`src/include/oled_pkg.sv`:
```
package oled_pkg;

	// ==========================================================
	// Serial target addressing and control byte layout
	// ==========================================================
	localparam logic [5:0] ADDR_UPPER = 6'h1e;
	localparam int CO_BIT = 7;
	localparam int DC_BIT = 6;
	localparam int RW_BIT = 0;
	localparam logic [3:0] BITS_PER_BYTE = 4'h8;

	// ==========================================================
	// Command opcodes
	// ==========================================================
	localparam logic [7:0] CMD_CONTRAST = 8'h81;
	localparam logic [7:0] CMD_CLOCK = 8'hd5;
	localparam logic [7:0] CMD_MUX = 8'ha8;
	localparam logic [7:0] CMD_PHASE = 8'hd9;
	localparam logic [7:0] CMD_START_LINE = 8'ha2;
	localparam logic [7:0] CMD_COLUMN = 8'h15;
	localparam logic [7:0] CMD_DISP_OFF = 8'hae;
	localparam logic [7:0] CMD_DISP_ON = 8'haf;
	localparam logic [7:0] CMD_SEG_NORMAL = 8'ha0;
	localparam logic [7:0] CMD_SEG_REMAP = 8'ha1;
	localparam logic [7:0] CMD_COM_NORMAL = 8'hc0;
	localparam logic [7:0] CMD_COM_REVERSE = 8'hc8;
	localparam logic [5:0] CMD_MODE_BASE = 6'h29;

	// ==========================================================
	// Reset values and timing constants
	// ==========================================================
	localparam logic [7:0] CONTRAST_RST = 8'h7f;
	localparam logic [7:0] MUX_RST = 8'h9f;
	localparam logic [3:0] PHASE1_RST = 4'h7;
	localparam logic [3:0] PHASE2_RST = 4'h2;
	localparam logic [3:0] DIV_RST = 4'h0;
	localparam logic [3:0] OSC_FREQ_RST = 4'h8;
	localparam logic [7:0] ROW_CLK_K0 = 8'h42;
	localparam logic [6:0] COL_LAST = 7'h4f;
	localparam logic [5:0] OSC_BASE_CYC = 6'h20;

	// ==========================================================
	// Types
	// ==========================================================
	typedef enum logic [2:0] {
		ST_IDLE = 3'b000,
		ST_ADDR = 3'b001,
		ST_CTRL = 3'b011,
		ST_BYTE = 3'b010,
		ST_STREAM = 3'b110,
		ST_IGNORE = 3'b111
	} i2c_state_t;

	typedef struct packed {
		logic display_on;
		logic [1:0] disp_mode;
		logic seg_remap;
		logic com_reverse;
		logic [7:0] contrast;
		logic [3:0] osc_freq;
		logic [3:0] div;
		logic [7:0] mux;
		logic [3:0] phase1;
		logic [3:0] phase2;
		logic [7:0] start_line;
	} cfg_t;

	typedef struct packed {
		logic we;
		logic [6:0] addr;
		logic [7:0] data;
	} ram_wr_t;

endpackage : oled_pkg

```
`src/hdl/display_timing.sv`:
```
module display_timing (
	input wire logic clk_i,
	input wire logic nrst_i,
	input wire logic op_tick_i,
	input wire oled_pkg::cfg_t cfg_i,
	output logic display_clock_o,
	output logic frame_sync_pulse_o,
	output logic [7:0] row_o
);

	typedef struct packed {
		logic [3:0] div_cnt;
		logic [7:0] k_cnt;
		logic [7:0] row;
		logic display_clock;
		logic frame;
	} tstate_t;

	tstate_t s_reg;
	tstate_t s_next;
	logic [7:0] k_last;

	// Clocks per row, less one; widest case 95 fits in 8 bits
	// row length K
	assign k_last = {4'h0, cfg_i.phase1} + {4'h0, cfg_i.phase2}
		+ oled_pkg::ROW_CLK_K0 - 8'h01;

	// ==========================================================
	// Divider, row counter and frame marker
	// ==========================================================
	always_comb begin
		s_next = s_reg;
		s_next.display_clock = 1'b0;
		if (op_tick_i) begin
			if (s_reg.div_cnt >= cfg_i.div) begin
				s_next.div_cnt = 4'h0;
				s_next.display_clock = 1'b1;
			end else begin
				s_next.div_cnt = s_reg.div_cnt + 4'h1;
			end
		end
		if (s_reg.display_clock) begin
			if (s_reg.k_cnt >= k_last) begin
				s_next.k_cnt = 8'h00;
				if (s_reg.row >= cfg_i.mux) begin
					s_next.row = 8'h00;
				end else begin
					s_next.row = s_reg.row + 8'h01;
				end
				s_next.frame = (s_reg.row >= cfg_i.mux);
			end else begin
				s_next.k_cnt = s_reg.k_cnt + 8'h01;
			end
		end
	end

	// Registered copy of the whole timing state
	always_ff @(posedge clk_i or negedge nrst_i) begin
		if (!nrst_i) begin
			s_reg <= '0;
		end else begin
			s_reg <= s_next;
		end
	end

	assign display_clock_o = s_reg.display_clock;
	assign frame_sync_pulse_o = s_reg.frame;
	assign row_o = s_reg.row;

endmodule : display_timing

```
`src/hdl/oled_i2c_write_front_end.sv`:
```
// Functional notes
// - SDA falling while SCL high is a start condition.
// - Answer address 0111100 with select low, 0111101 with select high.
// - Read/write bit zero selects write; only writes are accepted.
// - Hold SDA low through the ninth clock high after the address.
// - After address: control byte with continuation and select bits.
// - Continuation zero makes all further bytes data bytes.
// - Select zero routes to command decoder, one to display RAM.
// - Column pointer advances by one after each RAM write.
// - Acknowledge every control byte and every data byte.
// - SDA rising while SCL high ends the transfer; go idle.
// - Parallel byte: select high is RAM data, low is a command.
// - Source select high uses internal oscillator, low external clock.
// - Clock command upper nibble sets oscillator rate, higher is faster.
// - Clock command lower nibble sets display clock divide ratio.
// - Row lasts phase1 plus phase2 plus 66 display clocks.
// - New frame after ratio times K times mux operating clocks.
// - Multiplex ratio from its command, reset 159 for 160 rows.
// - Reset clears shift register, start line and column counter.
// - Reset: display off, full mux, no remap, normal scan, contrast 7f.
module oled_i2c_write_front_end #(
	parameter logic [5:0] OSC_BASE = oled_pkg::OSC_BASE_CYC
) (
	input wire logic clk_i,
	input wire logic nrst_i,
	input wire logic scl_i,
	input wire logic sda_i,
	output logic sda_o,
	output logic sda_oe_o,
	input wire logic addr_select_bit_i,
	input wire logic par_wr_i,
	input wire logic par_dc_i,
	input wire logic [7:0] par_data_i,
	input wire logic clock_source_select_i,
	input wire logic ext_clock_input_i,
	output logic osc_enable_o,
	output oled_pkg::ram_wr_t ram_wr_o,
	output logic [6:0] column_o,
	output oled_pkg::cfg_t cfg_o,
	output logic display_clock_o,
	output logic frame_sync_pulse_o,
	output logic [7:0] row_o
);

	typedef struct packed {
		oled_pkg::i2c_state_t st;
		logic scl_q;
		logic sda_q;
		logic ext_q;
		logic [7:0] shift;
		logic [3:0] bits;
		logic dc;
		logic ack;
		logic sda_oe;
		logic sda_out;
		logic pend;
		logic [7:0] pend_cmd;
		oled_pkg::cfg_t cfg;
		oled_pkg::ram_wr_t ram;
		logic [6:0] col;
		logic [5:0] osc_cnt;
		logic op_tick;
		logic osc_en;
	} state_t;

	state_t s_reg;
	state_t s_next;

	// True when the byte targets this device in write direction
	function automatic logic addr_hit(input logic [7:0] b, input logic sel);
		addr_hit = (b[7:1] == {oled_pkg::ADDR_UPPER, sel})
			&& !b[oled_pkg::RW_BIT];
	endfunction : addr_hit

	// Wrap the column pointer at the end of a row of bytes
	function automatic logic [6:0] col_inc(input logic [6:0] c);
		col_inc = (c >= oled_pkg::COL_LAST) ? 7'h00 : c + 7'h01;
	endfunction : col_inc

	// ==========================================================
	// Serial target, byte steering and command decoder
	// ==========================================================
	always_comb begin
		logic scl_rise;
		logic scl_fall;
		logic start_c;
		logic stop_c;
		logic byte_v;
		logic byte_dc;
		logic [7:0] byte_d;
		scl_rise = 1'b0;
		scl_fall = 1'b0;
		start_c = 1'b0;
		stop_c = 1'b0;
		byte_v = 1'b0;
		byte_dc = 1'b0;
		byte_d = 8'h00;
		s_next = s_reg;
		s_next.scl_q = scl_i;
		s_next.sda_q = sda_i;
		s_next.ext_q = ext_clock_input_i;
		s_next.ram.we = 1'b0;
		scl_rise = scl_i && !s_reg.scl_q;
		scl_fall = !scl_i && s_reg.scl_q;
		// edges on SDA with SCL high are framing only
		start_c = scl_i && s_reg.scl_q && s_reg.sda_q && !sda_i;
		stop_c = scl_i && s_reg.scl_q && !s_reg.sda_q && sda_i;

		if (start_c) begin
			// Repeated start is handled the same as a first start
			s_next.st = oled_pkg::ST_ADDR;
			s_next.bits = 4'h0;
			s_next.ack = 1'b0;
			s_next.sda_oe = 1'b0;
		end else if (stop_c) begin
			s_next.st = oled_pkg::ST_IDLE;
			s_next.bits = 4'h0;
			s_next.ack = 1'b0;
			s_next.sda_oe = 1'b0;
		end else if (s_reg.st != oled_pkg::ST_IDLE
				&& s_reg.st != oled_pkg::ST_IGNORE) begin
			if (s_reg.ack) begin
				// Release SDA at the fall closing the ninth clock
				if (scl_fall) begin
					s_next.ack = 1'b0;
					s_next.sda_oe = 1'b0;
				end
			end else if (scl_rise && s_reg.bits < oled_pkg::BITS_PER_BYTE) begin
				s_next.shift = {s_reg.shift[6:0], sda_i};
				s_next.bits = s_reg.bits + 4'h1;
			end else if (scl_fall && s_reg.bits == oled_pkg::BITS_PER_BYTE) begin
				s_next.bits = 4'h0;
				// drive low for the ninth clock
				s_next.ack = 1'b1;
				s_next.sda_oe = 1'b1;
				unique case (s_reg.st)
					oled_pkg::ST_ADDR: begin
						if (addr_hit(s_reg.shift, addr_select_bit_i)) begin
							s_next.st = oled_pkg::ST_CTRL;
						end else begin
							// Not ours or a read: stay off the bus
							s_next.st = oled_pkg::ST_IGNORE;
							s_next.ack = 1'b0;
							s_next.sda_oe = 1'b0;
						end
					end
					oled_pkg::ST_CTRL: begin
						s_next.dc = s_reg.shift[oled_pkg::DC_BIT];
						s_next.st = s_reg.shift[oled_pkg::CO_BIT]
							? oled_pkg::ST_BYTE : oled_pkg::ST_STREAM;
					end
					oled_pkg::ST_BYTE: begin
						byte_v = 1'b1;
						byte_dc = s_reg.dc;
						byte_d = s_reg.shift;
						s_next.st = oled_pkg::ST_CTRL;
					end
					oled_pkg::ST_STREAM: begin
						byte_v = 1'b1;
						byte_dc = s_reg.dc;
						byte_d = s_reg.shift;
					end
					default: begin
						s_next.st = oled_pkg::ST_IDLE;
					end
				endcase
			end
		end

		// Parallel strobe takes the decoder when both arrive together
		// pin-selected byte steering
		if (par_wr_i) begin
			byte_v = 1'b1;
			byte_dc = par_dc_i;
			byte_d = par_data_i;
		end

		// route to RAM or command decoder
		if (byte_v && byte_dc) begin
			s_next.ram.we = 1'b1;
			s_next.ram.addr = s_reg.col;
			s_next.ram.data = byte_d;
			s_next.col = col_inc(s_reg.col);
		end else if (byte_v && s_reg.pend) begin
			s_next.pend = 1'b0;
			unique case (s_reg.pend_cmd)
				oled_pkg::CMD_CONTRAST: s_next.cfg.contrast = byte_d;
				oled_pkg::CMD_CLOCK: begin
					s_next.cfg.osc_freq = byte_d[7:4];
					s_next.cfg.div = byte_d[3:0];
				end
				oled_pkg::CMD_MUX: s_next.cfg.mux = byte_d;
				oled_pkg::CMD_PHASE: begin
					s_next.cfg.phase1 = byte_d[3:0];
					s_next.cfg.phase2 = byte_d[7:4];
				end
				oled_pkg::CMD_START_LINE: s_next.cfg.start_line = byte_d;
				oled_pkg::CMD_COLUMN: s_next.col = byte_d[6:0];
				default: s_next.pend = 1'b0;
			endcase
		end else if (byte_v) begin
			unique case (byte_d)
				oled_pkg::CMD_CONTRAST, oled_pkg::CMD_CLOCK,
				oled_pkg::CMD_MUX, oled_pkg::CMD_PHASE,
				oled_pkg::CMD_START_LINE, oled_pkg::CMD_COLUMN: begin
					// Two-byte command: next command byte is its argument
					s_next.pend = 1'b1;
					s_next.pend_cmd = byte_d;
				end
				oled_pkg::CMD_DISP_OFF: s_next.cfg.display_on = 1'b0;
				oled_pkg::CMD_DISP_ON: s_next.cfg.display_on = 1'b1;
				oled_pkg::CMD_SEG_NORMAL: s_next.cfg.seg_remap = 1'b0;
				oled_pkg::CMD_SEG_REMAP: s_next.cfg.seg_remap = 1'b1;
				oled_pkg::CMD_COM_NORMAL: s_next.cfg.com_reverse = 1'b0;
				oled_pkg::CMD_COM_REVERSE: s_next.cfg.com_reverse = 1'b1;
				default: begin
					// Display mode group occupies four codes
					if (byte_d[7:2] == oled_pkg::CMD_MODE_BASE) begin
						s_next.cfg.disp_mode = byte_d[1:0];
					end
				end
			endcase
		end

		// ======================================================
		// Operating clock source
		// ======================================================
		// source select
		s_next.osc_en = clock_source_select_i;
		s_next.op_tick = 1'b0;
		if (clock_source_select_i) begin
			if (s_reg.osc_cnt == 6'h00) begin
				s_next.osc_cnt = OSC_BASE - {2'b00, s_reg.cfg.osc_freq};
				s_next.op_tick = 1'b1;
			end else begin
				s_next.osc_cnt = s_reg.osc_cnt - 6'h01;
			end
		end else begin
			s_next.osc_cnt = 6'h00;
			s_next.op_tick = ext_clock_input_i && !s_reg.ext_q;
		end
	end

	// ==========================================================
	// State register
	// ==========================================================
	// The bus lines idle high, so their history resets high too
	always_ff @(posedge clk_i or negedge nrst_i) begin
		if (!nrst_i) begin
			s_reg <= '0;
			s_reg.st <= oled_pkg::ST_IDLE;
			s_reg.scl_q <= 1'b1;
			s_reg.sda_q <= 1'b1;
			// shift register, start line, column cleared
			s_reg.shift <= 8'h00;
			s_reg.col <= 7'h00;
			s_reg.cfg.start_line <= 8'h00;
			s_reg.cfg.display_on <= 1'b0;
			s_reg.cfg.seg_remap <= 1'b0;
			s_reg.cfg.com_reverse <= 1'b0;
			s_reg.cfg.disp_mode <= 2'b00;
			s_reg.cfg.contrast <= oled_pkg::CONTRAST_RST;
			s_reg.cfg.mux <= oled_pkg::MUX_RST;
			s_reg.cfg.phase1 <= oled_pkg::PHASE1_RST;
			s_reg.cfg.phase2 <= oled_pkg::PHASE2_RST;
			s_reg.cfg.div <= oled_pkg::DIV_RST;
			s_reg.cfg.osc_freq <= oled_pkg::OSC_FREQ_RST;
		end else begin
			s_reg <= s_next;
		end
	end

	// ==========================================================
	// Display time generator
	// ==========================================================
	// frame timing from operating clock
	display_timing u_timing (
		.clk_i(clk_i),
		.nrst_i(nrst_i),
		.op_tick_i(s_reg.op_tick),
		.cfg_i(s_reg.cfg),
		.display_clock_o(display_clock_o),
		.frame_sync_pulse_o(frame_sync_pulse_o),
		.row_o(row_o)
	);

	// Outputs straight from the state register
	assign sda_o = s_reg.sda_out;
	assign sda_oe_o = s_reg.sda_oe;
	assign osc_enable_o = s_reg.osc_en;
	assign ram_wr_o = s_reg.ram;
	assign column_o = s_reg.col;
	assign cfg_o = s_reg.cfg;

endmodule : oled_i2c_write_front_end

```
`config.mk`:
```
export PLATFORM = sky130hd
export DESIGN_NAME = oled_i2c_write_front_end
export DESIGN_NICKNAME = d
export VERILOG_FILES = /design/src/include/oled_pkg.sv /design/src/hdl/display_timing.sv /design/src/hdl/oled_i2c_write_front_end.sv
export SDC_FILE = /design/constraint.sdc
export NUM_CORES = 1
export LEC_CHECK = 0
export BUFFER_PORTS_ARGS = -buffer_cell sky130_fd_sc_hd__clkbuf_2
export CAP_MARGIN = 20
export CORE_MARGIN = 1
export CORE_UTILIZATION = 30
export DETAILED_ROUTE_END_ITERATION = 10
export SLEW_MARGIN = 20
export SYNTH_ARGS = -nofsm -noshare
export SYNTH_HDL_FRONTEND = slang
export SYNTH_HIERARCHICAL = 1
export SYNTH_SLANG_ARGS = --single-unit
```
`constraint.sdc`:
```
create_clock -name clk_i -period 2.95 [get_ports clk_i]
set_input_delay 0.59 -clock clk_i [delete_from_list [all_inputs] [get_ports clk_i]]
set_output_delay 0.59 -clock clk_i [all_outputs]
set_load 0.05 [all_outputs]
```
==> out/qor.csv, run 1 <==
stage;metric;value;unit
power;finalPower;0.00556;W
placed_design;io_buffers;96;
timing;finalMaxSlewViolations;0;
die;die_w;160;um
global_route;grt-ovfl-total;0;
power;ir_worst_vdd;0.350;mV
clock_tree;cts_htree_levels;4;
die;die_h;160;um
worst_hold_path;hold_path_class;in2async;
timing;finalCritPeriodShare;98.7;%
clock_tree;insertion_delay;0.43;ns
global_route;grt_pass1_vias;5241;
synthesis;async_flop_share;100;%
timing;fin_tns_setup;0;ns
synthesis;synth_seq_cells;128;
worst_setup_path;cp_max_fo;5;
clock_tree;root_buffer;clkbuf_16;
synthesis;yosys.area.top_type;dfrtp_1;
global_route;grt_usage;14.4;%
final_layout;num_antenna_cells;0;
timing;max-slew-margin-rel;39.3;%
final_layout;fin_util;35.8;%
die;core-area;24400;sq um
synthesis;synth-simple-area-share;15.8;%
global_route;grt_pass1_wl;28800;um
job;cap_violations;0;
synthesis;synthCells;741;
final_layout;seq_area;3230;sq um
synthesis;yosysUniqueCellTypes;78;
timing;clock_skew;0.0141;ns
die;rows;57;
timing;worst_pin_slew;0.909;ns
timing;fmaxAchievable;0.343;GHz
power;powerDensity;636;nW/um^2
clock_tree;clkTransAtPathRegs;0.06;ns
synthesis;yosys.area.top_type_share;36.2;%
synthesis;synth_area;7470;sq um
synthesis;synth_top_family_by_area;simple AND/OR/NAND/NOR gates;
drt;wirelength;17800;um
synthesis;synth_compound_area_share;14.1;%
placed_design;place_inst;1099;
timing;worst_slack;0.0384;ns
drt;wire_per_inst;15.7;um
placed_design;gp_congestion;0.832;
die;initial_utilization;30.6;%
drt;num_vias;5460;
power;p_leak;4.16;nW
drt;dr.pass1.iters;5;
clock_tree;cts.sink_count;128;
die;io_pins;98;
drt;via_per_inst;4.81;
worst_setup_path;cp.required;3.25;ns
worst_setup_path;startpoint_type;flop;
clock_tree;cts_tree;built;
global_route;grt_max_degree;69;
worst_setup_path;crit_type;reg2reg;
synthesis;synthAdderAreaFrac;5.63;%
clock_tree;ctsHoldBuffers;0;
drt;drc_errors;0;
clock_tree;cts_made_buffers;17;
synthesis;yosysSeqAreaShare;43.2;%
final_layout;drive_gt1_share;33.6;%
synthesis;synthXorXnorAreaFrac;2.11;%
synthesis;synthesis.nets;791;
timing;rsz0062_at_grt;true;
drt;ant_nets;0;
final_layout;finalNetCount;847;
placed_design;hpwl;12700;um
final_layout;largest_reg_flops;45;
synthesis;syn_avg_cell_area;10.1;sq um
synthesis;yosysWarnings;6;
drt;drt-initial-drc-count;213;
synthesis;synthTopCellsByArea;dfrtp_1, buf_4, dfstp_2, mux2_2, ha_1;
die;die_area;25500;sq um
placed_design;dp_worst_setup_slack;-0.0854;ns
timing;min_period;2.91;ns
timing;setup_violations;0;
synthesis;synthFlopType;dfrtp_1;
run_status;status;complete, no violations;
synthesis;synth.area.mux_share;8.04;%
final_layout;syn2layout_area_growth;16.9;%
worst_setup_path;cp.arrival;3.21;ns
synthesis;synth-edff-count;0;
clock_tree;cts_buffer_depth;2;
global_route;antenna_found_initial;0;
worst_setup_path;end_kind;flop;
timing;hold_viol;0;
final_layout;finalNonFillerCells;1134;
final_layout;fill_cells;2460;
final_layout;multiInputGateArea;3520;sq um
[critical path, cell delays in order, from the launching register on]
cell and delay [ns]:
dfrtp_1 0.41, ha_4 0.18, fa_2 0.55, ha_2 0.19, nand3_1 0.10, xnor2_1 0.14
ha_1 0.31, o21ai_2 0.13, a21oi_2 0.07, and2_4 0.17, and3b_2 0.25, a221o_1 0.30
[cells in the final DEF, fill, tap and decap left out, types with 5 or more instances in the layout]
master and count:
dfrtp_1 108, clkbuf_2 95, nand2_1 85, mux2_2 39, buf_4 39, o21ai_0 36, inv_1 32, ha_1 29
nor2_1 27, a21oi_1 20, dfstp_2 20, nand3_1 19, nand2b_1 17, clkbuf_16 17, nor2b_1 12, xnor2_1 10
nor3_1 10, and3_1 8, a21o_1 8, o211a_1 7, o21a_1 7, a22o_1 7, xor2_1 7, mux2i_1 6
nand3b_1 6, o22ai_1 6, mux2_4 6, nor3b_1 5, o31ai_1 5
[through the flow]
step | hold WS, ns | instance area, sq um
after floorplan | 0.294 | 7510
after global placement | 0.451 | 8050
after detailed placement | 0.459 | 8050
after CTS | 0.186 | 8670
after global routing | 0.202 | 8730
final | 0.171 | 8730
[per-layer routing]
layer,up-vias,GRT usage [%],wire length (um)
li1,2656,-,-
met4,0,4.81,230
met3,19,3.22,667
met2,127,21.3,8040
met5,-,0,0
met1,2658,20.6,8870
[synth_stat cells, types with 13 or more instances]
master / n
clkbuf_1: 13
dfstp_2: 20
nand3_1: 19
ha_1: 32
buf_4: 78
o21ai_0: 36
nor2_1: 27
nand2_1: 85
mux2_2: 39
dfrtp_1: 108
a21oi_1: 23
nand2b_1: 17
inv_1: 32
[cell type report]
class                   instances  area share, %
multi-input cells             478           40.4
repair buffers                139           9.74
flip-flops and latches        128           37.0
inverters                      33           1.42
clock inverters                10           1.46
clock buffers                  22           5.43
well taps                     324           4.64
[where the power goes]
| group | internal (W) | total, W | leakage [nW] | switching (W) |
|---|---|---|---|---|
| combinational | 0.000475 | 0.00123 | 2.24 | 0.000750 |
| sequential | 0.00195 | 0.00219 | 1.63 | 0.000244 |
| clock | 0.00132 | 0.00214 | 0.288 | 0.000816 |
[final timing paths]
| path | start | end | slack, ns | depth (start not counted) |
|---|---|---|---|---|
| setup / recovery | cfg_o[8] | u_timing/row_o[5] | 0.04 | 11 |
| hold / removal | nrst_i | u_timing/row_o[4] | 0.17 | 1 |
| setup reg to reg | cfg_o[8] | u_timing/row_o[5] | 0.04 | 11 |
| hold reg to reg | ram_wr_o[11] | ram_wr_o[11] | 0.47 | 2 |
| max in group asynchronous | nrst_i | cfg_o[19] | 2.02 | 2 |
| min in group clk_i | ext_clock_input_i | s_reg[101] | 0.30 | 1 |
[cells by family (layout without fill, tap and decap cells)]
family	Yosys count	in the layout
muxes	52	52
AOI/OAI and AO/OA	146	146
and+or+nand+nor	227	228
buffers and inverters	136	204
xor gates and xnor gates	18	18
DFF	128	128
other	1	1
adders and majority gates	33	33
[what timing repair did]
| action | 4_1_cts | 5_1_grt |
|---|---|---|
| setup endpoints to repair | 8 | 13 |
| buffers inserted | 0 | 2 |
| endpoints found under the hold margin | 0 | 0 |
| pin swaps | 1 | 10 |
| cloned | 1 | 0 |
| resized for setup | 3 | 8 |
Note: power is estimated with default switching activity, not from simulation.
==> inputs of run 2 (changes only) <==
--- a/config.mk
+++ b/config.mk
@@ -7,11 +7,15 @@
 export LEC_CHECK = 0
 export BUFFER_PORTS_ARGS = -buffer_cell sky130_fd_sc_hd__clkbuf_2
 export CAP_MARGIN = 20
+export CELL_PAD_IN_SITES_DETAIL_PLACEMENT = 1
+export CELL_PAD_IN_SITES_GLOBAL_PLACEMENT = 2
 export CORE_MARGIN = 1
 export CORE_UTILIZATION = 30
 export DETAILED_ROUTE_END_ITERATION = 10
+export PLACE_DENSITY_LB_ADDON = 0.1
 export SLEW_MARGIN = 20
 export SYNTH_ARGS = -nofsm -noshare
 export SYNTH_HDL_FRONTEND = slang
 export SYNTH_HIERARCHICAL = 1
 export SYNTH_SLANG_ARGS = --single-unit
+export TNS_END_PERCENT = 5
==> run 2 against run 1 <==
  * Combinational power about the same
  * Clock power rose by 7%
  * Sequential share of layout area fell by 0.41 points
  * Register-to-register slack hardly changed
  * Largest cell class unchanged
==> out/qor.csv, run 2 (synthesis gave the netlist of run 1 again) <==
stage;metric;value;unit;change
timing;worst_pin_slew;0.738;ns;-0.171 ns
timing;hold_viol;0;;unchanged
worst_setup_path;endpoint;u_timing/row_o[7];;
power;p_switching;0.00188;W;+3.6%
clock_tree;cts_tree;built;;
timing;rsz0062_at_grt;true;;
final_layout;layout_common_cells;dfrtp_1, clkbuf_2, nand2_1, buf_4, mux2_2;;
die;rows;57;;unchanged
placed_design;io_buffers;96;;unchanged
final_layout;finalNetCount;854;;+0.83%
drt;dr.pass1.iters;4;;-1
final_layout;seq_area;3230;sq um;unchanged
final_layout;layout.cells.most_common;dfrtp_1;;
power;combPwrFrac;21.8;%;-0.2 points
power;p_leak;4.22;nW;+1.5%
timing;setup_violations;0;;unchanged
power;powerDensity;653;nW/um^2;+2.6%
worst_setup_path;cp.required;3.24;ns;about the same
timing;max-slew-margin-rel;50.8;%;+12 points
placed_design;hpwl;14600;um;+15%
global_route;grt_pass1_vias;6013;;+15%
drt;drt-initial-drc-count;244;;+15%
global_route;grt_max_degree;63;;-8.7%
job;cap_violations;0;;unchanged
power;pwr-share-seq;38.2;%;-1.3 points
power;clkPwrFrac;40.0;%;+1.5 points
final_layout;drive_gt1_share;34.5;%;+0.94 points
drt;wire_per_inst;17.7;um;+13%
timing;fmaxAchievable;0.344;GHz;about the same
timing;finalCritPeriodShare;98.6;%;about the same
power;switching_share;32.5;%;about the same
worst_setup_path;r2r_cells;9;;-2
clock_tree;cts_buffer_depth;2;;unchanged
power;finalPower;0.00577;W;+3.7%
timing;clock_skew;0.0159;ns;+0.00180 ns
global_route;antenna_found_initial;0;;unchanged
final_layout;multiInputGateArea;3540;sq um;+0.39%
clock_tree;cts_made_buffers;17;;unchanged
worst_setup_path;r2r-end;u_timing/row_o[7];;
placed_design;placed_area;8100;sq um;+0.65%
final_layout;syn2layout_area_growth;18.2;%;
clock_tree;clkTransAtPathRegs;0.06;ns;about the same
power;p_int;0.00389;W;+3.8%
die;io_pins;98;;unchanged
clock_tree;cts_htree_levels;4;;unchanged
worst_setup_path;crit_start;cfg_o[12];;
worst_setup_path;cp_max_fo;5;;unchanged
drt;via_per_inst;4.87;;+1.2%
die;die_w;160;um;unchanged
die;die_area;25500;sq um;unchanged
drt;wirelength;20200;um;+14%
worst_setup_path;end_kind;flop;;
final_layout;fill_cells;2796;;+14%
worst_setup_path;crit_type;reg2reg;;
final_layout;stdcell_area;8830;sq um;+1.1%
clock_tree;ctsHoldBuffers;0;;unchanged
power;ir_worst_vdd;0.321;mV;-8.2%
final_layout;largest_reg_flops;45;;unchanged
clock_tree;root_buffer;clkbuf_16;;
final_layout;num_antenna_cells;0;;unchanged
placed_design;gp_congestion;0.791;;-5.0%
timing;finalMaxSlewViolations;0;;unchanged
worst_hold_path;hold_path_class;in2async;;
worst_setup_path;cp.arrival;3.20;ns;about the same
clock_tree;cts.sink_count;128;;unchanged
worst_setup_path;reg2reg_from;cfg_o[12];;
drt;ant_nets;0;;unchanged
timing;fin_tns_setup;0;ns;unchanged
drt;num_vias;5561;;+1.8%
global_route;grt_usage;16.7;%;+2.4 points
timing;min_period;2.91;ns;-0.00148 ns
die;core-area;24400;sq um;unchanged
die;die_h;160;um;unchanged
run_status;status;complete, no violations;;
global_route;grt-ovfl-total;0;;unchanged
die;initial_utilization;30.6;%;unchanged
global_route;grt_pass1_wl;33500;um;+17%
worst_setup_path;ff2ff_setup_slack;0.04;ns;about the same
worst_setup_path;startpoint_type;flop;;
final_layout;fin_util;36.2;%;+0.41 points
clock_tree;insertion_delay;0.41;ns;-0.02 ns
drt;drc_errors;0;;unchanged
run 2: how the worst min path moves through the flow:
stage | endpoint | slack [ns] | depth (start not counted)
floorplan | cfg_o[0] | 0.29 | 0
global placement | ram_wr_o[14] | 0.45 | 2
detailed placement | ram_wr_o[8] | 0.46 | 2
CTS | u_timing/s_reg[12] | 0.19 | 1
global route | u_timing/s_reg[13] | 0.22 | 1
finish | u_timing/s_reg[12] | 0.18 | 1
run 2: power by group through the flow:
stage / Sequential, W / Combinational, W / Clock, W
final: 0.00220 / 0.00126 / 0.00230
after global routing: 0.00225 / 0.00140 / 0.00245
after CTS: 0.00221 / 0.00126 / 0.00238
after detailed placement: 0.00223 / 0.00123 / 0
after global placement: 0.00223 / 0.00119 / 0
after floorplan: 0.00216 / 0.000975 / 0
run 2: what timing repair did:
action,4_1_cts,5_1_grt
resized for setup,5,7
buffers inserted,1,1
pin swaps,5,13
setup endpoints to repair,9,16
cloned,1,0
run 2: critical path: stages, from the launching register on:
cell and delay (ns):
dfstp_2 0.56, ha_4 0.15, fa_2 0.46, and3_4 0.18, xnor2_2 0.12, ha_1 0.31
a211oi_2 0.26, o221ai_4 0.17, and3b_2 0.28, a211o_2 0.30
run 2: per-layer routing:
layer	vias up	GRT usage [%]	wire length (um)
met1	2774	22.5	9630
li1	2667	-	-
met3	18	3.22	548
met2	102	27.5	9730
met5	-	0	0
met4	0	4.68	337
run 2: area by class of cell:
| class | count | area share, % |
|---|---|---|
| clock buffers | 19 | 5.13 |
| clock inverters | 13 | 2.10 |
| inverters | 33 | 1.40 |
| multi-input cells | 478 | 40.1 |
| flip-flops and latches | 128 | 36.5 |
| well taps | 324 | 4.59 |
| repair buffers | 146 | 10.2 |
run 2: through the flow:
step	hold WS (ns)	std cells	setup slack, ns
after floorplan	0.294	741	-0.00991
after global placement	0.452	1106	-0.00248
after detailed placement	0.461	1106	-0.145
after CTS	0.194	1140	0.000928
after global routing	0.221	1141	-0.0567
final	0.177	1141	0.0399
